File: src/core/io_port_pkg.sv
// Shared constants and types for the I/O port configuration logic
package io_port_pkg;

  // ==================================================================
  // Sizes
  // ==================================================================
  localparam int NUM_PORTS = 4;            // Ports A, B, C, D
  localparam int PIDX_W    = 2;            // Port index width
  localparam int REG_W     = 4;            // Register select width
  typedef logic [7:0] byte_t;              // One port-wide byte

  // ==================================================================
  // Address fields of the register port
  // ==================================================================
  localparam int PORT_FIELD_MSB = 7;       // Port select, top nibble
  localparam int PORT_FIELD_LSB = 4;
  localparam int REG_FIELD_MSB  = 3;       // Register select, low nibble
  localparam int REG_FIELD_LSB  = 0;
  localparam logic [3:0] PORT_LIMIT = 4'h4; // First unmapped port code

  // Register indices inside one port window
  localparam logic [REG_W-1:0] REG_DIN   = 4'h0; // pin_input_level
  localparam logic [REG_W-1:0] REG_DOUT  = 4'h1; // pin_output_value
  localparam logic [REG_W-1:0] REG_MODE  = 4'h2; // port_mode_select
  localparam logic [REG_W-1:0] REG_DIR   = 4'h3; // pin_direction
  localparam logic [REG_W-1:0] REG_DRIVE = 4'h4; // pin_drive_select
  localparam logic [REG_W-1:0] REG_IMC   = 4'h5; // input_cell_state
  localparam logic [REG_W-1:0] REG_OMC   = 4'h6; // output_cell_state
  localparam logic [REG_W-1:0] REG_MASK  = 4'h7; // cell_load_mask
  localparam logic [REG_W-1:0] REG_ENOUT = 4'h8; // driver_enable_view

  // memory_map_config register and its peripheral_mode_bit
  localparam logic [7:0] ADDR_MAP_CFG    = 8'h40;
  localparam int         PERIPH_BIT      = 7;
  localparam byte_t      MAP_MASK        = 8'h80;

  // ==================================================================
  // Reset values and per-port implemented bits
  // ==================================================================
  localparam byte_t CFG_RESET = 8'h00;
  localparam byte_t ZERO_BYTE = 8'h00;
  localparam byte_t ALL_ONES  = 8'hFF;
  localparam int    PORT_A_IDX = 0;
  localparam byte_t PIN_MASK  [NUM_PORTS] = '{8'hFF, 8'hFF, 8'hFF, 8'h06};
  localparam byte_t MODE_MASK [NUM_PORTS] = '{8'hFF, 8'hFF, 8'h00, 8'h00};
  localparam byte_t OD_MASK   [NUM_PORTS] = '{8'hF0, 8'hF0, 8'h9C, 8'h00};
  localparam byte_t SLEW_MASK [NUM_PORTS] = '{8'h0F, 8'h0F, 8'h00, 8'h06};
  localparam byte_t CELL_MASK [NUM_PORTS] = '{8'hFF, 8'hFF, 8'hFF, 8'h00};

endpackage : io_port_pkg

File: src/core/port_bus_if.sv
// Decoded register-port signals passed from the decoder to the core
`timescale 1ns/100ps
interface port_bus_if;
  import io_port_pkg::*;
  logic                 port_hit;  // Address lands in a port window
  logic [PIDX_W-1:0]    port_idx;  // Which port
  logic [REG_W-1:0]     reg_sel;   // Which register of the port
  logic [NUM_PORTS-1:0] wr_port;   // One-hot write strobe per port
  logic                 map_hit;   // Address is memory_map_config
  logic                 map_wr;    // Write to memory_map_config

  modport dec  (output port_hit, port_idx, reg_sel, wr_port, map_hit, map_wr);
  modport core (input  port_hit, port_idx, reg_sel, wr_port, map_hit, map_wr);
endinterface : port_bus_if

File: src/core/pin_sync.sv
// Three-stage pin synchroniser that accepts a change once stages agree
`timescale 1ns/100ps
module pin_sync #(
  parameter int WIDTH = 8
) (
  // Clock and reset
  input  wire logic             clk,
  input  wire logic             rst_n,
  // Raw and filtered levels
  input  wire logic [WIDTH-1:0] din,
  output logic      [WIDTH-1:0] q
);

  logic [WIDTH-1:0] s1_reg, s2_reg, s3_reg;  // Chain stages
  logic [WIDTH-1:0] q_reg, q_next;           // Accepted level
  logic [WIDTH-1:0] differ;                  // Stages two and three disagree

  // ==================================================================
  // Acceptance: take stage three only where it agrees with stage two
  // ==================================================================
  always_comb begin
    differ = s2_reg ^ s3_reg;
    q_next = (~differ & s3_reg) | (differ & q_reg);
  end

  // Stage one feeds only stage two
  always_ff @(posedge clk) begin
    if (!rst_n) begin
      s1_reg <= '0;
      s2_reg <= '0;
      s3_reg <= '0;
      q_reg  <= '0;
    end else begin
      s1_reg <= din;
      s2_reg <= s1_reg;
      s3_reg <= s2_reg;
      q_reg  <= q_next;
    end
  end

  assign q = q_reg;

endmodule : pin_sync

File: src/core/bus_decode.sv
// Address decoder for the port register windows
`timescale 1ns/100ps
module bus_decode
  import io_port_pkg::*;
(
  // Register port
  input  wire logic [7:0] addr,
  input  wire logic       wr,
  // Decoded view
  port_bus_if.dec         bus
);

  logic [3:0] port_field;  // Upper address nibble

  // ==================================================================
  // Window decode
  // ==================================================================
  assign port_field   = addr[PORT_FIELD_MSB:PORT_FIELD_LSB];
  assign bus.port_hit = port_field < PORT_LIMIT;
  assign bus.port_idx = port_field[PIDX_W-1:0];
  assign bus.reg_sel  = addr[REG_FIELD_MSB:REG_FIELD_LSB];
  assign bus.map_hit  = addr == ADDR_MAP_CFG;
  assign bus.map_wr   = wr & bus.map_hit;

  // One write strobe per port
  for (genvar p = 0; p < NUM_PORTS; p++) begin : g_wr
    assign bus.wr_port[p] = wr & bus.port_hit & (bus.port_idx == PIDX_W'(p));
  end

endmodule : bus_decode

File: src/core/io_port_config_logic.sv
// Port configuration, data and pin-driver logic for I/O ports A to D
`timescale 1ns/100ps
// ==================================================================
// Notes on behaviour
// - Mode bit 0 MCU I/O, 1 address out
// - Mode, direction, drive registers reset to zero
// - Register bit n configures pin n only
// - Direction 1 output, 0 input, default input
// - Driver enable is direction OR array term
// - Without array term, direction alone decides
// - Address mode drives latched address a7..a0
// - Port D direction keeps only bits 2, 1
// - Drive bit 1 makes pin open drain
// - Drive bit 1 selects fast slew
// - Drive bits split per port as listed
// - Data-in read returns sampled pin levels
// - Data-out stores byte, drives enabled pins
// - Cell read returns flops, output-cell write loads unmasked
// - Mask bit 1 blocks microcontroller cell load
// - Input cells feed array and read back
// - Enable-out read shows effective driver enables, ports A to C; port D reads zero
// - Peripheral bit makes port A data buffer
// - Peripheral buffer floats with both selects low
module io_port_config_logic
  import io_port_pkg::*;
(
  // Clock and reset
  input  wire logic       CLK,
  input  wire logic       RSTN,
  // Register port
  input  wire logic [7:0] BUS_ADDR,
  input  wire logic       BUS_WR,
  input  wire logic       BUS_RD,
  input  wire logic [7:0] BUS_WDATA,
  output logic      [7:0] BUS_RDATA,
  // Latched address and peripheral data path
  input  wire logic [7:0] LATCHED_ADDR,
  input  wire logic       PERIPH_SEL_A,
  input  wire logic       PERIPH_SEL_B,
  input  wire logic       PERIPH_WRITE,
  input  wire logic [7:0] PERIPH_WDATA,
  output logic      [7:0] PERIPH_RDATA,
  // Port A pins
  input  wire logic [7:0] PA_IN,
  output logic      [7:0] PA_OUT,
  output logic      [7:0] PA_OE_N,
  output logic      [7:0] PA_FAST_SLEW,
  // Port B pins
  input  wire logic [7:0] PB_IN,
  output logic      [7:0] PB_OUT,
  output logic      [7:0] PB_OE_N,
  output logic      [7:0] PB_FAST_SLEW,
  // Port C pins
  input  wire logic [7:0] PC_IN,
  output logic      [7:0] PC_OUT,
  output logic      [7:0] PC_OE_N,
  output logic      [7:0] PC_FAST_SLEW,
  // Port D pins
  input  wire logic [7:0] PD_IN,
  output logic      [7:0] PD_OUT,
  output logic      [7:0] PD_OE_N,
  output logic      [7:0] PD_FAST_SLEW,
  // Logic array terms, port A
  input  wire logic [7:0] PA_ARRAY_OE,
  input  wire logic [7:0] PA_ARRAY_SEL,
  input  wire logic [7:0] PA_IMC_LOAD,
  input  wire logic [7:0] PA_OMC_LOAD,
  input  wire logic [7:0] PA_OMC_D,
  output logic      [7:0] PA_IMC_Q,
  output logic      [7:0] PA_OMC_Q,
  // Logic array terms, port B
  input  wire logic [7:0] PB_ARRAY_OE,
  input  wire logic [7:0] PB_ARRAY_SEL,
  input  wire logic [7:0] PB_IMC_LOAD,
  input  wire logic [7:0] PB_OMC_LOAD,
  input  wire logic [7:0] PB_OMC_D,
  output logic      [7:0] PB_IMC_Q,
  output logic      [7:0] PB_OMC_Q,
  // Logic array terms, port C
  input  wire logic [7:0] PC_ARRAY_OE,
  input  wire logic [7:0] PC_ARRAY_SEL,
  input  wire logic [7:0] PC_IMC_LOAD,
  input  wire logic [7:0] PC_OMC_LOAD,
  input  wire logic [7:0] PC_OMC_D,
  output logic      [7:0] PC_IMC_Q,
  output logic      [7:0] PC_OMC_Q,
  // Logic array terms, port D
  input  wire logic [7:0] PD_ARRAY_OE
);

  // ==================================================================
  // Declarations
  // ==================================================================
  port_bus_if bus ();                       // Decoded register access

  byte_t mode_reg [NUM_PORTS];              // port_mode_select
  byte_t dir_reg  [NUM_PORTS];              // pin_direction
  byte_t drv_reg  [NUM_PORTS];              // pin_drive_select
  byte_t dout_reg [NUM_PORTS];              // pin_output_value
  byte_t omc_reg  [NUM_PORTS];              // output_cell_state
  byte_t mask_reg [NUM_PORTS];              // cell_load_mask
  byte_t imc_reg  [NUM_PORTS];              // input_cell_state
  byte_t map_reg, map_next;                 // memory_map_config
  byte_t rdata_reg, rdata_next;             // Read data holding register
  byte_t rd_val;                            // Selected read value

  byte_t pin_raw  [NUM_PORTS];              // Pin levels as they arrive
  byte_t pin_lvl  [NUM_PORTS];              // Synchronised pin levels
  byte_t arr_oe   [NUM_PORTS];              // Array enable terms
  byte_t arr_sel  [NUM_PORTS];              // Pin sourced from output cell
  byte_t imc_ld   [NUM_PORTS];              // Input cell capture terms
  byte_t omc_ld   [NUM_PORTS];              // Output cell load terms
  byte_t omc_d    [NUM_PORTS];              // Output cell array data
  byte_t pin_out  [NUM_PORTS];              // Pin output value
  byte_t pin_oe_n [NUM_PORTS];              // Pin driver enable, low drives
  byte_t en_view  [NUM_PORTS];              // Effective driver enables

  logic [8*NUM_PORTS-1:0] raw_flat, lvl_flat; // Synchroniser buses
  logic                   periph_on;          // Port A as data buffer
  logic                   psel_any;           // Either peripheral select

  // ==================================================================
  // Port gathering
  // ==================================================================
  assign pin_raw[0] = PA_IN;
  assign pin_raw[1] = PB_IN;
  assign pin_raw[2] = PC_IN;
  assign pin_raw[3] = PD_IN;
  assign arr_oe[0]  = PA_ARRAY_OE;
  assign arr_oe[1]  = PB_ARRAY_OE;
  assign arr_oe[2]  = PC_ARRAY_OE;
  assign arr_oe[3]  = PD_ARRAY_OE;
  assign arr_sel[0] = PA_ARRAY_SEL;
  assign arr_sel[1] = PB_ARRAY_SEL;
  assign arr_sel[2] = PC_ARRAY_SEL;
  assign arr_sel[3] = ZERO_BYTE;            // Port D has no output cells
  assign imc_ld[0]  = PA_IMC_LOAD;
  assign imc_ld[1]  = PB_IMC_LOAD;
  assign imc_ld[2]  = PC_IMC_LOAD;
  assign imc_ld[3]  = ZERO_BYTE;            // Port D has no input cells
  assign omc_ld[0]  = PA_OMC_LOAD;
  assign omc_ld[1]  = PB_OMC_LOAD;
  assign omc_ld[2]  = PC_OMC_LOAD;
  assign omc_ld[3]  = ZERO_BYTE;
  assign omc_d[0]   = PA_OMC_D;
  assign omc_d[1]   = PB_OMC_D;
  assign omc_d[2]   = PC_OMC_D;
  assign omc_d[3]   = ZERO_BYTE;

  // ==================================================================
  // Decoder and synchroniser
  // ==================================================================
  bus_decode u_decode (
    .addr (BUS_ADDR),
    .wr   (BUS_WR),
    .bus  (bus)
  );

  pin_sync #(.WIDTH(8*NUM_PORTS)) u_sync (
    .clk   (CLK),
    .rst_n (RSTN),
    .din   (raw_flat),
    .q     (lvl_flat)
  );

  // Peripheral mode controls
  assign periph_on = map_reg[PERIPH_BIT];
  assign psel_any  = PERIPH_SEL_A | PERIPH_SEL_B;

  // ==================================================================
  // Per-port registers and pin drivers
  // ==================================================================
  for (genvar p = 0; p < NUM_PORTS; p++) begin : g_port
    byte_t mode_next, dir_next, drv_next, dout_next;  // Next config
    byte_t omc_next, mask_next, imc_next;             // Next cell state
    byte_t en_cfg, src, val, en_eff, od;              // Driver terms

    assign raw_flat[8*p +: 8] = pin_raw[p];
    assign pin_lvl[p]         = lvl_flat[8*p +: 8];

    // Register next values; bits a port lacks stay zero
    always_comb begin
      mode_next = mode_reg[p];
      dir_next  = dir_reg[p];
      drv_next  = drv_reg[p];
      dout_next = dout_reg[p];
      mask_next = mask_reg[p];
      imc_next  = ((imc_reg[p] & ~imc_ld[p]) | (pin_lvl[p] & imc_ld[p])) & CELL_MASK[p];
      // Array loads the output cells first
      omc_next  = (omc_reg[p] & ~omc_ld[p]) | (omc_d[p] & omc_ld[p]);
      if (bus.wr_port[p]) begin
        case (bus.reg_sel)
          REG_MODE:  mode_next = BUS_WDATA & MODE_MASK[p];
          REG_DIR:   dir_next  = BUS_WDATA & PIN_MASK[p];
          REG_DRIVE: drv_next  = BUS_WDATA & (OD_MASK[p] | SLEW_MASK[p]);
          REG_DOUT:  dout_next = BUS_WDATA & PIN_MASK[p];
          REG_MASK:  mask_next = BUS_WDATA & CELL_MASK[p];
          REG_OMC:   omc_next  = (omc_next & mask_reg[p]) | (BUS_WDATA & ~mask_reg[p]);
          default:   ;                     // Read-only or unused index
        endcase
      end
      omc_next = omc_next & CELL_MASK[p];
    end

    always_ff @(posedge CLK) begin
      if (!RSTN) begin
        mode_reg[p] <= CFG_RESET;
        dir_reg[p]  <= CFG_RESET;
        drv_reg[p]  <= CFG_RESET;
        dout_reg[p] <= CFG_RESET;
        omc_reg[p]  <= CFG_RESET;
        mask_reg[p] <= CFG_RESET;
        imc_reg[p]  <= CFG_RESET;
      end else begin
        mode_reg[p] <= mode_next;
        dir_reg[p]  <= dir_next;
        drv_reg[p]  <= drv_next;
        dout_reg[p] <= dout_next;
        omc_reg[p]  <= omc_next;
        mask_reg[p] <= mask_next;
        imc_reg[p]  <= imc_next;
      end
    end

    // enable is direction OR array term, per bit
    assign en_cfg = (dir_reg[p] | arr_oe[p]) & PIN_MASK[p];

    // source: address, output cell, or data out
    assign src = (mode_reg[p] & LATCHED_ADDR)
               | (~mode_reg[p] & arr_sel[p] & omc_reg[p])
               | (~mode_reg[p] & ~arr_sel[p] & dout_reg[p]);

    if (p == PORT_A_IDX) begin : g_periph
      // port A buffer driven only on selected writes
      assign en_eff = periph_on ? ({8{psel_any & PERIPH_WRITE}} & PIN_MASK[p]) : en_cfg;
      assign val    = periph_on ? PERIPH_WDATA : (src & PIN_MASK[p]);
    end else begin : g_plain
      assign en_eff = en_cfg;
      assign val    = src & PIN_MASK[p];
    end

    // open-drain pins release instead of driving high
    assign od          = drv_reg[p] & OD_MASK[p];
    assign pin_out[p]  = val;
    assign pin_oe_n[p] = ~(en_eff & ~(od & val));
    assign en_view[p]  = en_eff;
  end

  // ==================================================================
  // Read mux and read data register
  // ==================================================================
  always_comb begin
    rd_val = ZERO_BYTE;
    if (bus.map_hit) begin
      rd_val = map_reg;
    end else if (bus.port_hit) begin
      case (bus.reg_sel)
        REG_DIN:   rd_val = pin_lvl[bus.port_idx] & PIN_MASK[bus.port_idx];
        REG_DOUT:  rd_val = dout_reg[bus.port_idx];
        REG_MODE:  rd_val = mode_reg[bus.port_idx];
        REG_DIR:   rd_val = dir_reg[bus.port_idx];
        REG_DRIVE: rd_val = drv_reg[bus.port_idx];
        REG_IMC:   rd_val = imc_reg[bus.port_idx];
        REG_OMC:   rd_val = omc_reg[bus.port_idx];
        REG_MASK:  rd_val = mask_reg[bus.port_idx];
        // effective enables, only where cells exist
        REG_ENOUT: rd_val = en_view[bus.port_idx] & CELL_MASK[bus.port_idx];
        default:   rd_val = ZERO_BYTE;     // Unmapped index reads zero
      endcase
    end
  end

  // Read data and memory_map_config next values
  always_comb begin
    rdata_next = BUS_RD ? rd_val : rdata_reg;
    map_next   = bus.map_wr ? (BUS_WDATA & MAP_MASK) : map_reg;
  end

  always_ff @(posedge CLK) begin
    if (!RSTN) begin
      rdata_reg <= ZERO_BYTE;
      map_reg   <= CFG_RESET;
    end else begin
      rdata_reg <= rdata_next;
      map_reg   <= map_next;
    end
  end

  // ==================================================================
  // Outputs
  // ==================================================================
  assign BUS_RDATA    = rdata_reg;
  assign PERIPH_RDATA = pin_lvl[PORT_A_IDX];
  assign PA_OUT       = pin_out[0];
  assign PB_OUT       = pin_out[1];
  assign PC_OUT       = pin_out[2];
  assign PD_OUT       = pin_out[3];
  assign PA_OE_N      = pin_oe_n[0];
  assign PB_OE_N      = pin_oe_n[1];
  assign PC_OE_N      = pin_oe_n[2];
  assign PD_OE_N      = pin_oe_n[3];
  // fast slew only on slew-capable bits
  assign PA_FAST_SLEW = drv_reg[0] & SLEW_MASK[0];
  assign PB_FAST_SLEW = drv_reg[1] & SLEW_MASK[1];
  assign PC_FAST_SLEW = drv_reg[2] & SLEW_MASK[2];
  assign PD_FAST_SLEW = drv_reg[3] & SLEW_MASK[3];
  assign PA_IMC_Q     = imc_reg[0];
  assign PB_IMC_Q     = imc_reg[1];
  assign PC_IMC_Q     = imc_reg[2];
  assign PA_OMC_Q     = omc_reg[0];
  assign PB_OMC_Q     = omc_reg[1];
  assign PC_OMC_Q     = omc_reg[2];

endmodule : io_port_config_logic

File: config.mk
export PLATFORM = sky130hd
export DESIGN_NAME = io_port_config_logic
export DESIGN_NICKNAME = d
export VERILOG_FILES = /design/src/core/io_port_pkg.sv /design/src/core/port_bus_if.sv /design/src/core/pin_sync.sv /design/src/core/bus_decode.sv /design/src/core/io_port_config_logic.sv
export SDC_FILE = /design/constraint.sdc
export NUM_CORES = 1
export LEC_CHECK = 0
export BUFFER_PORTS_ARGS = -buffer_cell sky130_fd_sc_hd__buf_2
export CORE_ASPECT_RATIO = 1.5
export CORE_MARGIN = 2
export CORE_UTILIZATION = 57
export CTS_CLUSTER_SIZE = 10
export DETAILED_ROUTE_END_ITERATION = 8
export PLACE_DENSITY = 0.87
export SYNTH_ARGS = -nofsm -noshare
export SYNTH_HDL_FRONTEND = slang
export SYNTH_SLANG_ARGS = --single-unit
File: constraint.sdc
create_clock -name CLK -period 4.66 [get_ports CLK]
set_input_delay 0.233 -clock CLK [delete_from_list [all_inputs] [get_ports CLK]]
set_output_delay 0.233 -clock CLK [all_outputs]
set_load 0.01 [all_outputs]
Word level (Yosys, flattened, before mapping). Memories as Yosys holds them, arrays and structs flattened. Cells that the tools add are included.

Memories kept: 7. Bits of input ports: 199. Word-level logic and storage cells: 253. Flip-flop bits (word level): 137. Bits in writable memories: 224. Output and inout bits: 160.

Memories: dir_reg (depth 4, width 8, read ports 5, clocked after memory_dff 0, write ports 4, line io_port_config_logic.sv:97) `byte_t dir_reg [NUM_PORTS];`; dout_reg (depth 4, width 8, read ports 5, clocked after memory_dff 0, write ports 4, line io_port_config_logic.sv:99) `byte_t dout_reg [NUM_PORTS];`; drv_reg (depth 4, width 8, read ports 5, clocked after memory_dff 0, write ports 4, line io_port_config_logic.sv:98) `byte_t drv_reg [NUM_PORTS];`; imc_reg (depth 4, width 8, read ports 4, clocked after memory_dff 0, write ports 4, line io_port_config_logic.sv:102) `byte_t imc_reg [NUM_PORTS];`; mask_reg (depth 4, width 8, read ports 4, clocked after memory_dff 0, write ports 4, line io_port_config_logic.sv:101) `byte_t mask_reg [NUM_PORTS];`; mode_reg (depth 4, width 8, read ports 5, clocked after memory_dff 0, write ports 4, line io_port_config_logic.sv:96) `byte_t mode_reg [NUM_PORTS];`; 1 more memories.

Equality and inequality tests: 14. Muxes and demuxes: 93. Bitwise operators: 128. Reductions and logical operators: 3. Order comparisons: 2.

Operator list (count): $mux W8 (86); $and A8 B8 Y8 (41); $not A8 Y8 (21); $or A8 B8 Y8 (18); $pmux W8 S9 (1); $and A32 B32 Y32 (2); $bmux W8 S2 (4); $not A32 Y32 (1); $or A32 B32 Y32 (1); $xor A32 B32 Y32 (1); $or A1 B1 Y1 (29); $eq A4 B3 Y1 const B (4); $eq A4 B2 Y1 const B (2); $eq A8 B7 Y1 const B (1); $not A3 Y8 (1); $and A1 B1 Y1 (7); $and A3 B3 Y3 (2); $or A3 B3 Y3 (2); $eq A2 B2 Y1 const B (2); $eq A4 B1 Y1 const B (1); $eq A4 B4 Y1 const B (1); $logic_not A4 Y1 (1); $lt A4 B3 Y1 const B (1); $ge A3 B3 Y1 const B (1); other kinds (8) (9).

Logic depth before layout (Yosys ltp). Gate-level depths: netlist of run 1. An unclocked memory read counts as a cell.

Depth after elaboration: 11. Gate-level depth with buffers: 8. Mapped depth without buffers: 6.

Modules after synthesis. From an unflattened synthesis of run 1, not the netlist that was laid out.

Cell total of the unflattened synthesis: 1499. Area total of the unflattened synthesis: 13360.3 um2.

By module, submodules not included: io_port_config_logic (cells each 1150, seq. area each 3423.3 um2, times used 1, area an instance 9436.6 um2); pin_sync (cells each 334, seq. area each 2562.5 um2, times used 1, area an instance 3788.6 um2); bus_decode (cells each 15, seq. area each 0.0 um2, times used 1, area an instance 135.1 um2).

Worst setup path after synthesis of run 1. OpenSTA, ideal clock, no wires.

Path kind: register to output. From: reg map_reg[7]. To: out PA_OE_N[4]. Cell stages (with the launch flop): 5. Arrival: 1.402 ns. Slack: 3.025 ns. Required time: 4.427 ns. Buffers on the path: 2. Path through: dfxtp_1 > clkbuf_1 > clkbuf_1 > o21ai_0 > a211o_1.

Longest elaborated chain between the ends: 5. Elaborated cells between the ends (all ways): 6. Classes of those cells: mux (2); bitwise (4).

RTL lines: from (decl) (line io_port_config_logic.sv:103) `byte_t map_reg, map_next;`; from (signal assigned) (line io_port_config_logic.sv:285) `map_reg <= map_next;`; $mux W8 (line io_port_config_logic.sv:236) `assign val = periph_on ? PERIPH_WDATA : (src & PIN_MASK[p]);`; via PA_OUT[4] (line io_port_config_logic.sv:45) `output logic [7:0] PA_OUT,`; $and A8 B8 Y8 (line io_port_config_logic.sv:245) `assign pin_oe_n[p] = ~(en_eff & ~(od & val));`; $not A8 Y8 (line io_port_config_logic.sv:245); $and A8 B8 Y8 (line io_port_config_logic.sv:245); $not A8 Y8 (line io_port_config_logic.sv:245); to (decl) (line io_port_config_logic.sv:46) `output logic [7:0] PA_OE_N,`.

The timed path passes the listed nets, and every way through them passes these cells.

==> results of run 1 <==
[Yosys cell counts, types with 4 or more instances]
master	count
a21boi_1	15
a211oi_1	6
and2_1	79
o21ai_0	120
buf_2	26
o22ai_1	5
a21oi_1	27
nand2_1	219
nor2_1	50
mux2_2	9
a21boi_0	124
a21o_1	5
o21ai_1	7
o2bb2ai_1	4
dfxtp_1	275
nand3_1	112
buf_1	5
mux2i_1	122
o31ai_1	7
clkbuf_1	71
nor3_1	5
mux4_2	7
o311a_1	24
nor2b_1	34
buf_4	55
nor4_1	5
a22oi_1	7
a31oi_1	4
a22o_1	7
[per-stage QoR]
| step | std cells | area [um2] |
|---|---|---|
| global route | 2036 | 15500 |
| global placement | 1951 | 14200 |
| CTS | 2032 | 15500 |
| detailed placement | 1951 | 14200 |
| finish | 2037 | 15500 |
| floorplan | 1507 | 13000 |
[per-layer routing]
layer	vias up	share of wire (%)	track usage (%)
met2	732	49	62.3
met4	6	7.9	24.8
li1	5650	-	-
met3	182	8.2	6.16
met1	5827	35	39.6
met5	-	0.062	0
[area by class of cell]
type | instances | share of cell area (%)
multi-input combinational | 1072 | 43.1
sequential | 275 | 35.4
timing repair buffer | 374 | 13.9
clock buffer | 32 | 5.02
tap | 276 | 2.22
clock inverter | 2 | 0.250
antenna | 5 | 0.0805
inverter | 1 | 0.0242
[worst register-to-register path, delay by kind of cell (launching register included)]
kind / cells / cell delay (ns)
flops: 1 / 0.61
compound gates: 4 / 1.42
simple gates: 1 / 0.21
[cell families (layout without fill, tap and decap cells)]
| kind of cell | after synthesis | in the layout |
|---|---|---|
| buffers and inverters | 160 | 409 |
| muxes | 138 | 138 |
| DFF | 275 | 275 |
| and+or+nand+nor | 521 | 521 |
| other | 2 | 39 |
| AOI/OAI and AO/OA | 379 | 379 |
[worst max path at each step]
stage	to	slack, ns
final	omc_reg[0][7]$_SDFF_PN0_	2.19
after global routing	omc_reg[0][3]$_SDFF_PN0_	2.09
after CTS	PA_OE_N[4]	2.20
after detailed placement	dout_reg[3][2]$_SDFFE_PN0P_	1.90
after global placement	BUS_RDATA[1]$_SDFFE_PN0P_	1.94
after floorplan	PA_OE_N[4]	3.02
[power groups by stage]
stage | sequential (uW) | combinational, uW | clock, uW
2_1_floorplan | 2470 | 263 | 0
3_3_place_gp | 2480 | 426 | 0
3_5_place_dp | 2480 | 431 | 0
4_1_cts | 2430 | 463 | 2130
5_1_grt | 2430 | 502 | 2220
6_report | 2430 | 478 | 2120
==> results.sh, run 1 <==
export IMPL_post_cts_setup_buffer_count=0
export IMPL_startpoint_type="input port"
export IMPL_drive_gt1_share_pct=22.2
export IMPL_h_tree_depth=1
export IMPL_die_area_um2=23900
export IMPL_core_um2=22300
export IMPL_rows=67
export IMPL_fp_dieH_um=188
export IMPL_viasPerCell=6.09
export IMPL_synth_ff_type="dfxtp_1"
export IMPL_synth_edf_count=0
export IMPL_grt_pass1_wl_mm=66.3
export IMPL_async_reset_ff_share_pct=0
export IMPL_final_common_cell="buf_2"
export IMPL_yosys_area_top_type="dfxtp_1"
export IMPL_finalClockSkew_ns=0.0101
export IMPL_hold_path_cell_count=3
export IMPL_synth_top_area_share_pct=42.7
export IMPL_power_frac_comb_pct=9.5
export IMPL_hold_slack_ns=0.0172
export IMPL_grtUsageTotal_pct=35.9
export IMPL_synthCells=1475
export IMPL_ff2ff_path_depth=5
export IMPL_yosys_top_cells_area="dfxtp_1, mux2i_1, a21boi_0, nand2_1, o21ai_0"
export IMPL_r2r_end="BUS_RDATA[3]$_SDFFE_PN0P_"
export IMPL_synth_xor_area_share_pct=0
export IMPL_grt_pass1_vias=11901
export IMPL_ios=359
export IMPL_fillers=1717
export IMPL_cp_arrival_ns=2.98
export IMPL_ir_drop_uv=393
export IMPL_clk_path_buf_depth=3
export IMPL_synth_fa_ha_area_share_pct=0
export IMPL_worst_pin_slew_ns=1.13
export IMPL_crit_start="BUS_WR"
export IMPL_cts_tree="yes"
export IMPL_setup_viol=0
export IMPL_synth_area_um2=12900
export IMPL_slew_violations=0
export IMPL_fin_setup_tns_ns=0
export IMPL_nets=1954
export IMPL_die_x_um=127
export IMPL_critPathMaxStageDelay_ns=0.73
export IMPL_post_dp_hpwl_mm=30.6
export IMPL_place_congestion=0.953
export IMPL_numCtsBuffers=31
export IMPL_p_sw_uw=1210
export IMPL_max_cap_violations=0
export IMPL_synth_top_family_by_area="compound AO/OA/AOI/OAI gates"
export IMPL_ys_seq_area_share_pct=42.7
export IMPL_avgSynthCellArea_um2=8.75
export IMPL_outcome="completed"
export IMPL_sw_frac_of_total_pct=24.1
export IMPL_grt_max_degree=150
export IMPL_p_seq_share_pct=48.3
export IMPL_crit_required_ns=5.16
export IMPL_synthSimpleGateAreaFrac_pct=19.5
export IMPL_r2r_start="map_reg[7]$_SDFFE_PN0P_"
export IMPL_crit_cells=7
export IMPL_crit_path_end_kind="flip-flop"
export IMPL_start_util_pct=57.9
export IMPL_multiInputGateArea_um2=6700
export IMPL_cpMaxStageDelayCell="nor3_4"
export IMPL_utilization_pct=69.7
export IMPL_drt_initial_drc_count=1082
export IMPL_reg2reg_slack_ns=2.36
export IMPL_layout_setup_ws_ns=2.19
export IMPL_synth_compound_area_share_pct=19.7
export IMPL_power_leakage_uw=0.00636
export IMPL_internal_power_uw=3820
export IMPL_worstPathMaxFanout=17
export IMPL_cts_sinks=275
export IMPL_max_freq_mhz=404
export IMPL_timing_final_crit_share_pct=53.1
export IMPL_fin_total_pwr_uw=5030
export IMPL_drtPass1Iterations=5
export IMPL_area_growth_pct=20.4
export IMPL_drc=0
export IMPL_seq_area_um2=5510
export IMPL_yosys_warnings=0
export IMPL_path_cells="dlygate4sd3_1 -> buf_2 -> nand2_1 -> nor3_4 -> nand2_1 -> o21ai_0 -> o311a_1"
export IMPL_rsz0062_at_grt="false"
export IMPL_crit_top_cell="nand2_1"
export IMPL_drtAntennaViolNets=0
export IMPL_ys_types=54
export IMPL_synthMuxAreaShare_pct=11.5
export IMPL_cts_resized=0
export IMPL_max_slew_margin_rel_pct=24.4
export IMPL_cts_root_buf="clkbuf_16"
export IMPL_clk_latency_ns=0.56
export IMPL_io_buffers=312
export IMPL_critPathBufInv=2
export IMPL_vias=12397
export IMPL_cp_top_family="simple AND/OR/NAND/NOR gates"
export IMPL_criticalPathCategory="input port to flip-flop"
export IMPL_overflow=0
export IMPL_finalHoldViolations=0
export IMPL_worstHoldStart="PC_IMC_LOAD[1]"
export IMPL_yosys_register_bits=275
export IMPL_wire_per_inst_um=22.1
export IMPL_cts_hold_buffers=47
export IMPL_period_needed_ns=2.47
export IMPL_layout_common_cells="buf_2, dfxtp_1, nand2_1"
export IMPL_clkTransAtPathRegs_ns=0.06
export IMPL_pre_cts_slack_ns=1.90
export IMPL_drt_wl_total_mm=45.1
export IMPL_antenna_found_initial=8
export IMPL_power_density_nw_per_um2=324
export IMPL_hold_path_class="input port to flip-flop"
export IMPL_power_frac_clock_pct=42.2
Power figures use the tool's default switching activity.
==> inputs of run 2 (changes only) <==
--- a/config.mk
+++ b/config.mk
@@ -8,10 +8,10 @@
 export BUFFER_PORTS_ARGS = -buffer_cell sky130_fd_sc_hd__buf_2
 export CORE_ASPECT_RATIO = 1.5
 export CORE_MARGIN = 2
-export CORE_UTILIZATION = 57
+export CORE_UTILIZATION = 47
 export CTS_CLUSTER_SIZE = 10
 export DETAILED_ROUTE_END_ITERATION = 8
-export PLACE_DENSITY = 0.87
+export PLACE_DENSITY = 0.77
 export SYNTH_ARGS = -nofsm -noshare
 export SYNTH_HDL_FRONTEND = slang
 export SYNTH_SLANG_ARGS = --single-unit
==> constraint.sdc (replaced) <==
create_clock -name CLK -period 2.2 [get_ports CLK]
set_input_delay 0.11 -clock CLK [delete_from_list [all_inputs] [get_ports CLK]]
set_output_delay 0.11 -clock CLK [all_outputs]
set_load 0.01 [all_outputs]
==> run 2 against run 1 <==
  * Global-route usage is 4.5 points lower
  * Worst setup slack worse by 2.2 ns
  * Register-to-register slack worse by 2.3 ns
  * Worst hold slack hardly changed
  * Utilization is 9.1 points lower
  * Cell count is 7.1% higher
  * Largest cell class unchanged
==> results.sh, run 2 (synthesized netlist as in run 1, its figures left out) <==
export IMPL_outcome="completed"
export IMPL_clk_path_buf_depth=3
export IMPL_drt_wl_total_mm=47.2
export IMPL_grt_max_degree=103
export IMPL_drtAntennaViolNets=0
export IMPL_max_freq_mhz=456
export IMPL_path_cells="mux2i_1 -> o21ai_0 -> a21o_1 -> buf_2"
export IMPL_die_x_um=139
export IMPL_io_buffers=312
export IMPL_drt_initial_drc_count=974
export IMPL_design_area_um2=16400
export IMPL_clkTransAtPathRegs_ns=0.06
export IMPL_viasPerCell=5.78
export IMPL_fin_total_pwr_uw=10700
export IMPL_use_met2_pct=55.8
export IMPL_post_dp_hpwl_mm=33.3
export IMPL_rows=74
export IMPL_vias=12617
export IMPL_start_util_pct=47.6
export IMPL_dp_cells=2054
export IMPL_finalHoldViolations=0
export IMPL_ios=359
export IMPL_setup_viol=0
export IMPL_drc=0
export IMPL_top_usage_layer="met2"
export IMPL_finalClockSkew_ns=0.0109
export IMPL_area_growth_pct=27.5
export IMPL_ir_drop_uv=621
export IMPL_power_leakage_uw=0.00674
export IMPL_max_slew_margin_rel_pct=30.7
export IMPL_worstHoldStart="PA_OMC_D[7]"
export IMPL_timing_final_crit_share_pct=99.7
export IMPL_die_area_um2=28800
export IMPL_overflow=0
export IMPL_placed_area_um2=14700
export IMPL_cp_top_family="compound AO/OA/AOI/OAI gates"
export IMPL_cpMaxStageDelayCell="o21ai_0"
export IMPL_slew_violations=0
export IMPL_crit_required_ns=2.09
export IMPL_wire_per_inst_um=21.6
export IMPL_worst_pin_slew_ns=1.04
export IMPL_worstPathMaxFanout=4
export IMPL_hold_slack_ns=0.0171
export IMPL_grtUsageMet1_pct=34.6
export IMPL_fp_dieH_um=207
export IMPL_clk_latency_ns=0.55
export IMPL_hold_path_class="input port to flip-flop"
export IMPL_drive_gt1_share_pct=23.5
export IMPL_cts_sinks=275
export IMPL_core_um2=27100
export IMPL_place_congestion=0.937
export IMPL_grt_pass1_vias=12225
export IMPL_r2r_start="map_reg[7]$_SDFFE_PN0P_"
export IMPL_max_cap_violations=0
export IMPL_final_common_cell="buf_2"
export IMPL_whs_endpoint="omc_reg[0][7]$_SDFF_PN0_"
export IMPL_r2r_end="BUS_RDATA[3]$_SDFFE_PN0P_"
export IMPL_rsz0062_at_grt="false"
export IMPL_grt_use_met3_pct=5.54
export IMPL_grtUsageTotal_pct=31.4
export IMPL_post_cts_setup_buffer_count=0
export IMPL_layout_common_cells="buf_2, dfxtp_1, nand2_1"
export IMPL_criticalPathCategory="flip-flop to output port"
export IMPL_final_instance_count_excl_fill=2182
export IMPL_grt_pass1_wl_mm=70.1
export IMPL_period_needed_ns=2.19
export IMPL_hold_path_cell_count=4
export IMPL_numCtsBuffers=31
export IMPL_crit_path_end_kind="output port"
export IMPL_reg2reg_slack_ns=0.07
export IMPL_antenna_found_initial=4
export IMPL_cp_arrival_ns=2.08
export IMPL_cts_root_buf="clkbuf_16"
export IMPL_drtPass1Iterations=6
export IMPL_cts_tree="yes"
export IMPL_power_density_nw_per_um2=649
export IMPL_fillers=2316
export IMPL_critPathMaxStageDelay_ns=0.56
export IMPL_ff2ff_path_depth=6
export IMPL_nets=2035
export IMPL_startpoint_type="flip-flop"
export IMPL_critPathBufInv=1
export IMPL_h_tree_depth=1
==> run 2: cell types whose count changed in the layout (fill, tap and decap cells not counted), sizes merged <==
cell | before | now
buf | 327 | 364
bufinv | 1 | 0
clkbuf | 32 | 33
clkinv | 0 | 1
diode | 5 | 2
dlygate4sd3 | 47 | 91
==> run 2: how the worst max path moves through the flow <==
stage                               start                        end  slack, ns  cells past startpoint
2_1_floorplan  drv_reg[3][2]$_SDFFE_PN0P_  BUS_RDATA[2]$_SDFFE_PN0P_       0.65                      4
3_3_place_gp                  BUS_ADDR[5]  BUS_RDATA[3]$_SDFFE_PN0P_      -0.36                      8
3_5_place_dp                  BUS_ADDR[5]  BUS_RDATA[3]$_SDFFE_PN0P_      -0.39                      8
4_1_cts          omc_reg[0][4]$_SDFF_PN0_                 PA_OE_N[4]       0.01                      6
5_1_grt          omc_reg[0][5]$_SDFF_PN0_                 PA_OE_N[5]       0.01                      6
6_report         omc_reg[1][7]$_SDFF_PN0_                 PB_OE_N[7]      0.006                      4
==> run 2: metal layers <==
| metal | routed length, um | vias up |
|---|---|---|
| met5 | 27 | - |
| met4 | 3490 | 4 |
| li1 | - | 5804 |
| met3 | 3680 | 181 |
| met1 | 16700 | 5929 |
| met2 | 23300 | 699 |
==> run 2: worst min-delay path, stage by stage <==
cell and delay [ns]:
buf_2 0.07, mux2i_1 0.10, o21ai_0 0.09, o311a_1 0.16
==> run 2: timing repair <==
action                                 4_1_cts  5_1_grt
resized for setup                            7        4
setup endpoints to repair                    4        6
hold buffers                                91        0
endpoints found under the hold margin       71        0
==> run 2: report_power, final <==
group          switching [uW]  total [uW]  internal [uW]
Clock                    1900        4370           2470
Combinational             615        1160            542
Sequential               73.3        5150           5070
==> run 2: stage by stage <==
| stage | setup WS (ns) | util (%) | TNS, ns |
|---|---|---|---|
| 6_report | 0.00571 | 60.6 | 0 |
| 3_5_place_dp | -0.394 | 54.2 | -0.394 |
| 3_3_place_gp | -0.360 | 54.2 | -0.360 |
| 4_1_cts | 0.0137 | 60.6 | 0 |
| 2_1_floorplan | 0.652 | - | 0 |
| 5_1_grt | 0.0145 | 60.6 | 0 |
==> run 2: area by class of cell <==
class	instances	area [um2]	area share [%]
Clock inverter	2	13.8	0.0837
Antenna cell	2	5.00	0.0304
Timing Repair Buffer	455	2990	18.2
Sequential cell	275	5510	33.5
Inverter	1	3.75	0.0228
Clock buffer	33	783	4.76
Multi-Input combinational cell	1072	6720	40.9
Tap cell	342	428	2.60
==> inputs of run 3 (changes only) <==
--- a/config.mk
+++ b/config.mk
@@ -5,13 +5,14 @@
 export SDC_FILE = /design/constraint.sdc
 export NUM_CORES = 1
 export LEC_CHECK = 0
+export ABC_AREA = 1
 export BUFFER_PORTS_ARGS = -buffer_cell sky130_fd_sc_hd__buf_2
 export CORE_ASPECT_RATIO = 1.5
 export CORE_MARGIN = 2
-export CORE_UTILIZATION = 47
+export CORE_UTILIZATION = 52
 export CTS_CLUSTER_SIZE = 10
 export DETAILED_ROUTE_END_ITERATION = 8
-export PLACE_DENSITY = 0.77
+export PLACE_DENSITY = 0.81
 export SYNTH_ARGS = -nofsm -noshare
 export SYNTH_HDL_FRONTEND = slang
 export SYNTH_SLANG_ARGS = --single-unit
==> constraint.sdc (replaced) <==
create_clock -name CLK -period 2.4 [get_ports CLK]
set_input_delay 0.12 -clock CLK [delete_from_list [all_inputs] [get_ports CLK]]
set_output_delay 0.12 -clock CLK [all_outputs]
set_load 0.01 [all_outputs]
==> run 3 against run 2 <==
  * Cell count grew 11%
  * Clock power fell by 9.2%
  * Clock skew is 0.00086 ns higher
  * Critical path type unchanged
  * Sequential share of layout area rose by 1.4 points
  * Sequential power fell by 7.6%
  * Flip-flop and latch count stayed put
  * Wire length fell by 2.8%
  * Highest routed layer unchanged
  * First-iteration DRC count up 24%
  * Clock-buffer cell count unchanged
  * Die area down 11%
==> results.sh, run 3 <==
export IMPL_power_density_nw_per_um2=621
export IMPL_grtUsageTotal_pct=34.0
export IMPL_internal_power_uw=7360
export IMPL_antenna_found_initial=1
export IMPL_place_congestion=1.03
export IMPL_ff2ff_path_depth=7
export IMPL_cp_arrival_ns=2.12
export IMPL_avgSynthCellArea_um2=7.22
export IMPL_synth_edf_count=0
export IMPL_rsz0062_at_grt="false"
export IMPL_hold_slack_ns=0.0296
export IMPL_power_leakage_uw=0.00774
export IMPL_drive_gt1_share_pct=20.5
export IMPL_setup_viol=0
export IMPL_grt_max_degree=164
export IMPL_grt_pass1_vias=12534
export IMPL_start_util_pct=52.4
export IMPL_worst_pin_slew_ns=0.838
export IMPL_synth_most_common_cell="nand2_1"
export IMPL_numCtsBuffers=31
export IMPL_die_area_um2=25700
export IMPL_drt_initial_drc_count=1203
export IMPL_timing_final_crit_share_pct=93.5
export IMPL_async_reset_ff_share_pct=0
export IMPL_fp_dieH_um=195
export IMPL_yosys_area_top_type="dfxtp_1"
export IMPL_r2r_start="map_reg[7]$_SDFFE_PN0P_"
export IMPL_crit_required_ns=2.28
export IMPL_wire_per_inst_um=18.9
export IMPL_ios=359
export IMPL_path_cells="clkinv_1 -> nor2_1 -> a21oi_1 -> a21o_1 -> buf_2"
export IMPL_crit_path_end_kind="output port"
export IMPL_critPathBufInv=2
export IMPL_post_cts_setup_buffer_count=0
export IMPL_diodes=0
export IMPL_fin_total_pwr_uw=9800
export IMPL_nets=2297
export IMPL_slew_violations=0
export IMPL_layout_setup_ws_ns=0.155
export IMPL_cts_tree="yes"
export IMPL_worstPathMaxFanout=12
export IMPL_max_cap_violations=0
export IMPL_ys_seq_area_share_pct=43.4
export IMPL_overflow=0
export IMPL_sw_frac_of_total_pct=24.9
export IMPL_yosys_register_bits=275
export IMPL_rows=70
export IMPL_area_growth_pct=24.4
export IMPL_power_frac_comb_pct=10.9
export IMPL_cts_sinks=275
export IMPL_die_x_um=131
export IMPL_hold_path_class="input port to flip-flop"
export IMPL_synthCells=1756
export IMPL_io_buffers=312
export IMPL_max_slew_margin_rel_pct=43.7
export IMPL_p_sw_uw=2440
export IMPL_p_seq_share_pct=48.6
export IMPL_cpMaxStageDelayCell="dfxtp_1"
export IMPL_finalClockSkew_ns=0.0117
export IMPL_netlist_top_cells_count="nand2_1, dfxtp_1, o21ai_0, a21oi_1, inv_1"
export IMPL_viasPerCell=5.53
export IMPL_synth_ff_type="dfxtp_1"
export IMPL_fin_setup_tns_ns=0
export IMPL_outcome="completed"
export IMPL_clk_latency_ns=0.55
export IMPL_startpoint_type="flip-flop"
export IMPL_cts_root_buf="clkbuf_16"
export IMPL_synth_top_area_share_pct=43.4
export IMPL_whs_endpoint="omc_reg[0][4]$_SDFF_PN0_"
export IMPL_h_tree_depth=1
export IMPL_layout_common_cells="nand2_1, buf_2, dfxtp_1"
export IMPL_drt_wl_total_mm=45.8
export IMPL_yosys_warnings=0
export IMPL_max_freq_mhz=445
export IMPL_drtAntennaViolNets=0
export IMPL_period_needed_ns=2.24
export IMPL_pre_cts_slack_ns=0.383
export IMPL_design_area_um2=15800
export IMPL_drc=0
export IMPL_grt_pass1_wl_mm=68.6
export IMPL_final_common_cell="nand2_1"
export IMPL_drtPass1Iterations=6
export IMPL_yosys_top_cells_area="dfxtp_1, nand2_1, o21ai_0, a21oi_1, inv_1"
export IMPL_vias=13391
export IMPL_clkTransAtPathRegs_ns=0.05
export IMPL_criticalPathCategory="flip-flop to output port"
export IMPL_synth_area_um2=12700
export IMPL_ys_types=40
export IMPL_core_um2=24200
export IMPL_post_dp_hpwl_mm=31.6
export IMPL_power_frac_clock_pct=40.5
export IMPL_clk_path_buf_depth=3
export IMPL_finalHoldViolations=0
export IMPL_crit_cells=5
export IMPL_critPathMaxStageDelay_ns=0.63
export IMPL_placed_area_um2=14100
export IMPL_hold_path_cell_count=5
export IMPL_r2r_end="BUS_RDATA[4]$_SDFFE_PN0P_"
export IMPL_ir_drop_uv=579
export IMPL_worstHoldStart="PA_OMC_D[4]"
export IMPL_reg2reg_slack_ns=0.61
export IMPL_cp_top_family="flip-flops"
## run 3: cell count changes after synthesis, sizes merged, moves of 21 or more
| cell | delta |
|---|---|
| nand2 | +217 |
| inv | +181 |
| a21oi | +158 |
| a21boi | -139 |
| mux2i | -110 |
| and2 | -79 |
| o21ai | +77 |
| nor2 | +68 |
| nor2b | -34 |
| clkbuf | -21 |
## run 3: what timing repair did
item                                   4_1_cts  5_1_grt
resized for setup                            0        1
setup endpoints to repair                    0        2
endpoints found under the hold margin       92        0
hold buffers                                83        0
## run 3: layout make-up
type                       instances  area [um2]
timing repair buffer             414        2590
tap                              324         405
sequential                       275        5510
multi-input combinational       1189        5770
inverter                         187         711
clock inverter                     1        5.00
fill                            2086        8400
clock buffer                      33         783
## run 3: how the worst max path moves through the flow
| stage | endpoint | from |
|---|---|---|
| floorplan | PA_OE_N[4] | map_reg[7]$_SDFFE_PN0P_ |
| global placement | dout_reg[2][1]$_SDFFE_PN0P_ | BUS_ADDR[5] |
| detailed placement | dout_reg[2][2]$_SDFFE_PN0P_ | BUS_ADDR[5] |
| CTS | omc_reg[1][5]$_SDFF_PN0_ | BUS_ADDR[6] |
| global route | omc_reg[1][5]$_SDFF_PN0_ | BUS_ADDR[6] |
| finish | PA_OE_N[5] | map_reg[7]$_SDFFE_PN0P_ |
## run 3: metrics by stage
step | cells | util, %
3_3_place_gp | 2306 | 58.5
5_1_grt | 2423 | 65.2
3_5_place_dp | 2306 | 58.5
2_1_floorplan | 1788 | -
4_1_cts | 2423 | 65.2
6_report | 2423 | 65.2
## run 3: kinds of logic after synthesis
| group | share of synthesized area (%) |
|---|---|
| compound gates | 18.8 |
| buf+inv | 12.1 |
| flops | 43.4 |
| mux | 2.01 |
| other cells | 0.0592 |
| simple gates | 23.6 |
## run 3: power groups by stage
stage | registers (uW) | logic (uW) | clock network [uW]
6_report | 4760 | 1070 | 3970
3_5_place_dp | 4850 | 919 | 0
2_1_floorplan | 4840 | 514 | 0
3_3_place_gp | 4850 | 902 | 0
5_1_grt | 4770 | 1140 | 4170
4_1_cts | 4760 | 1030 | 3970
## run 3: metal layers
layer  up-vias  GRT usage (%)  part of all wire, %
li1       6300              -                    -
met1      6115           38.4                   35
met2       783           58.1                   48
met3       191           5.89                  9.4
met4         2           23.9                  7.6
met5         -              0                0.028
## run 3: worst reg2reg max path, delay by kind of cell, from the launching register on
kind | cells | cell delay [ns]
AOI/OAI and AO/OA | 2 | 0.31
DFF | 1 | 0.63
and+or+nand+nor | 5 | 0.71
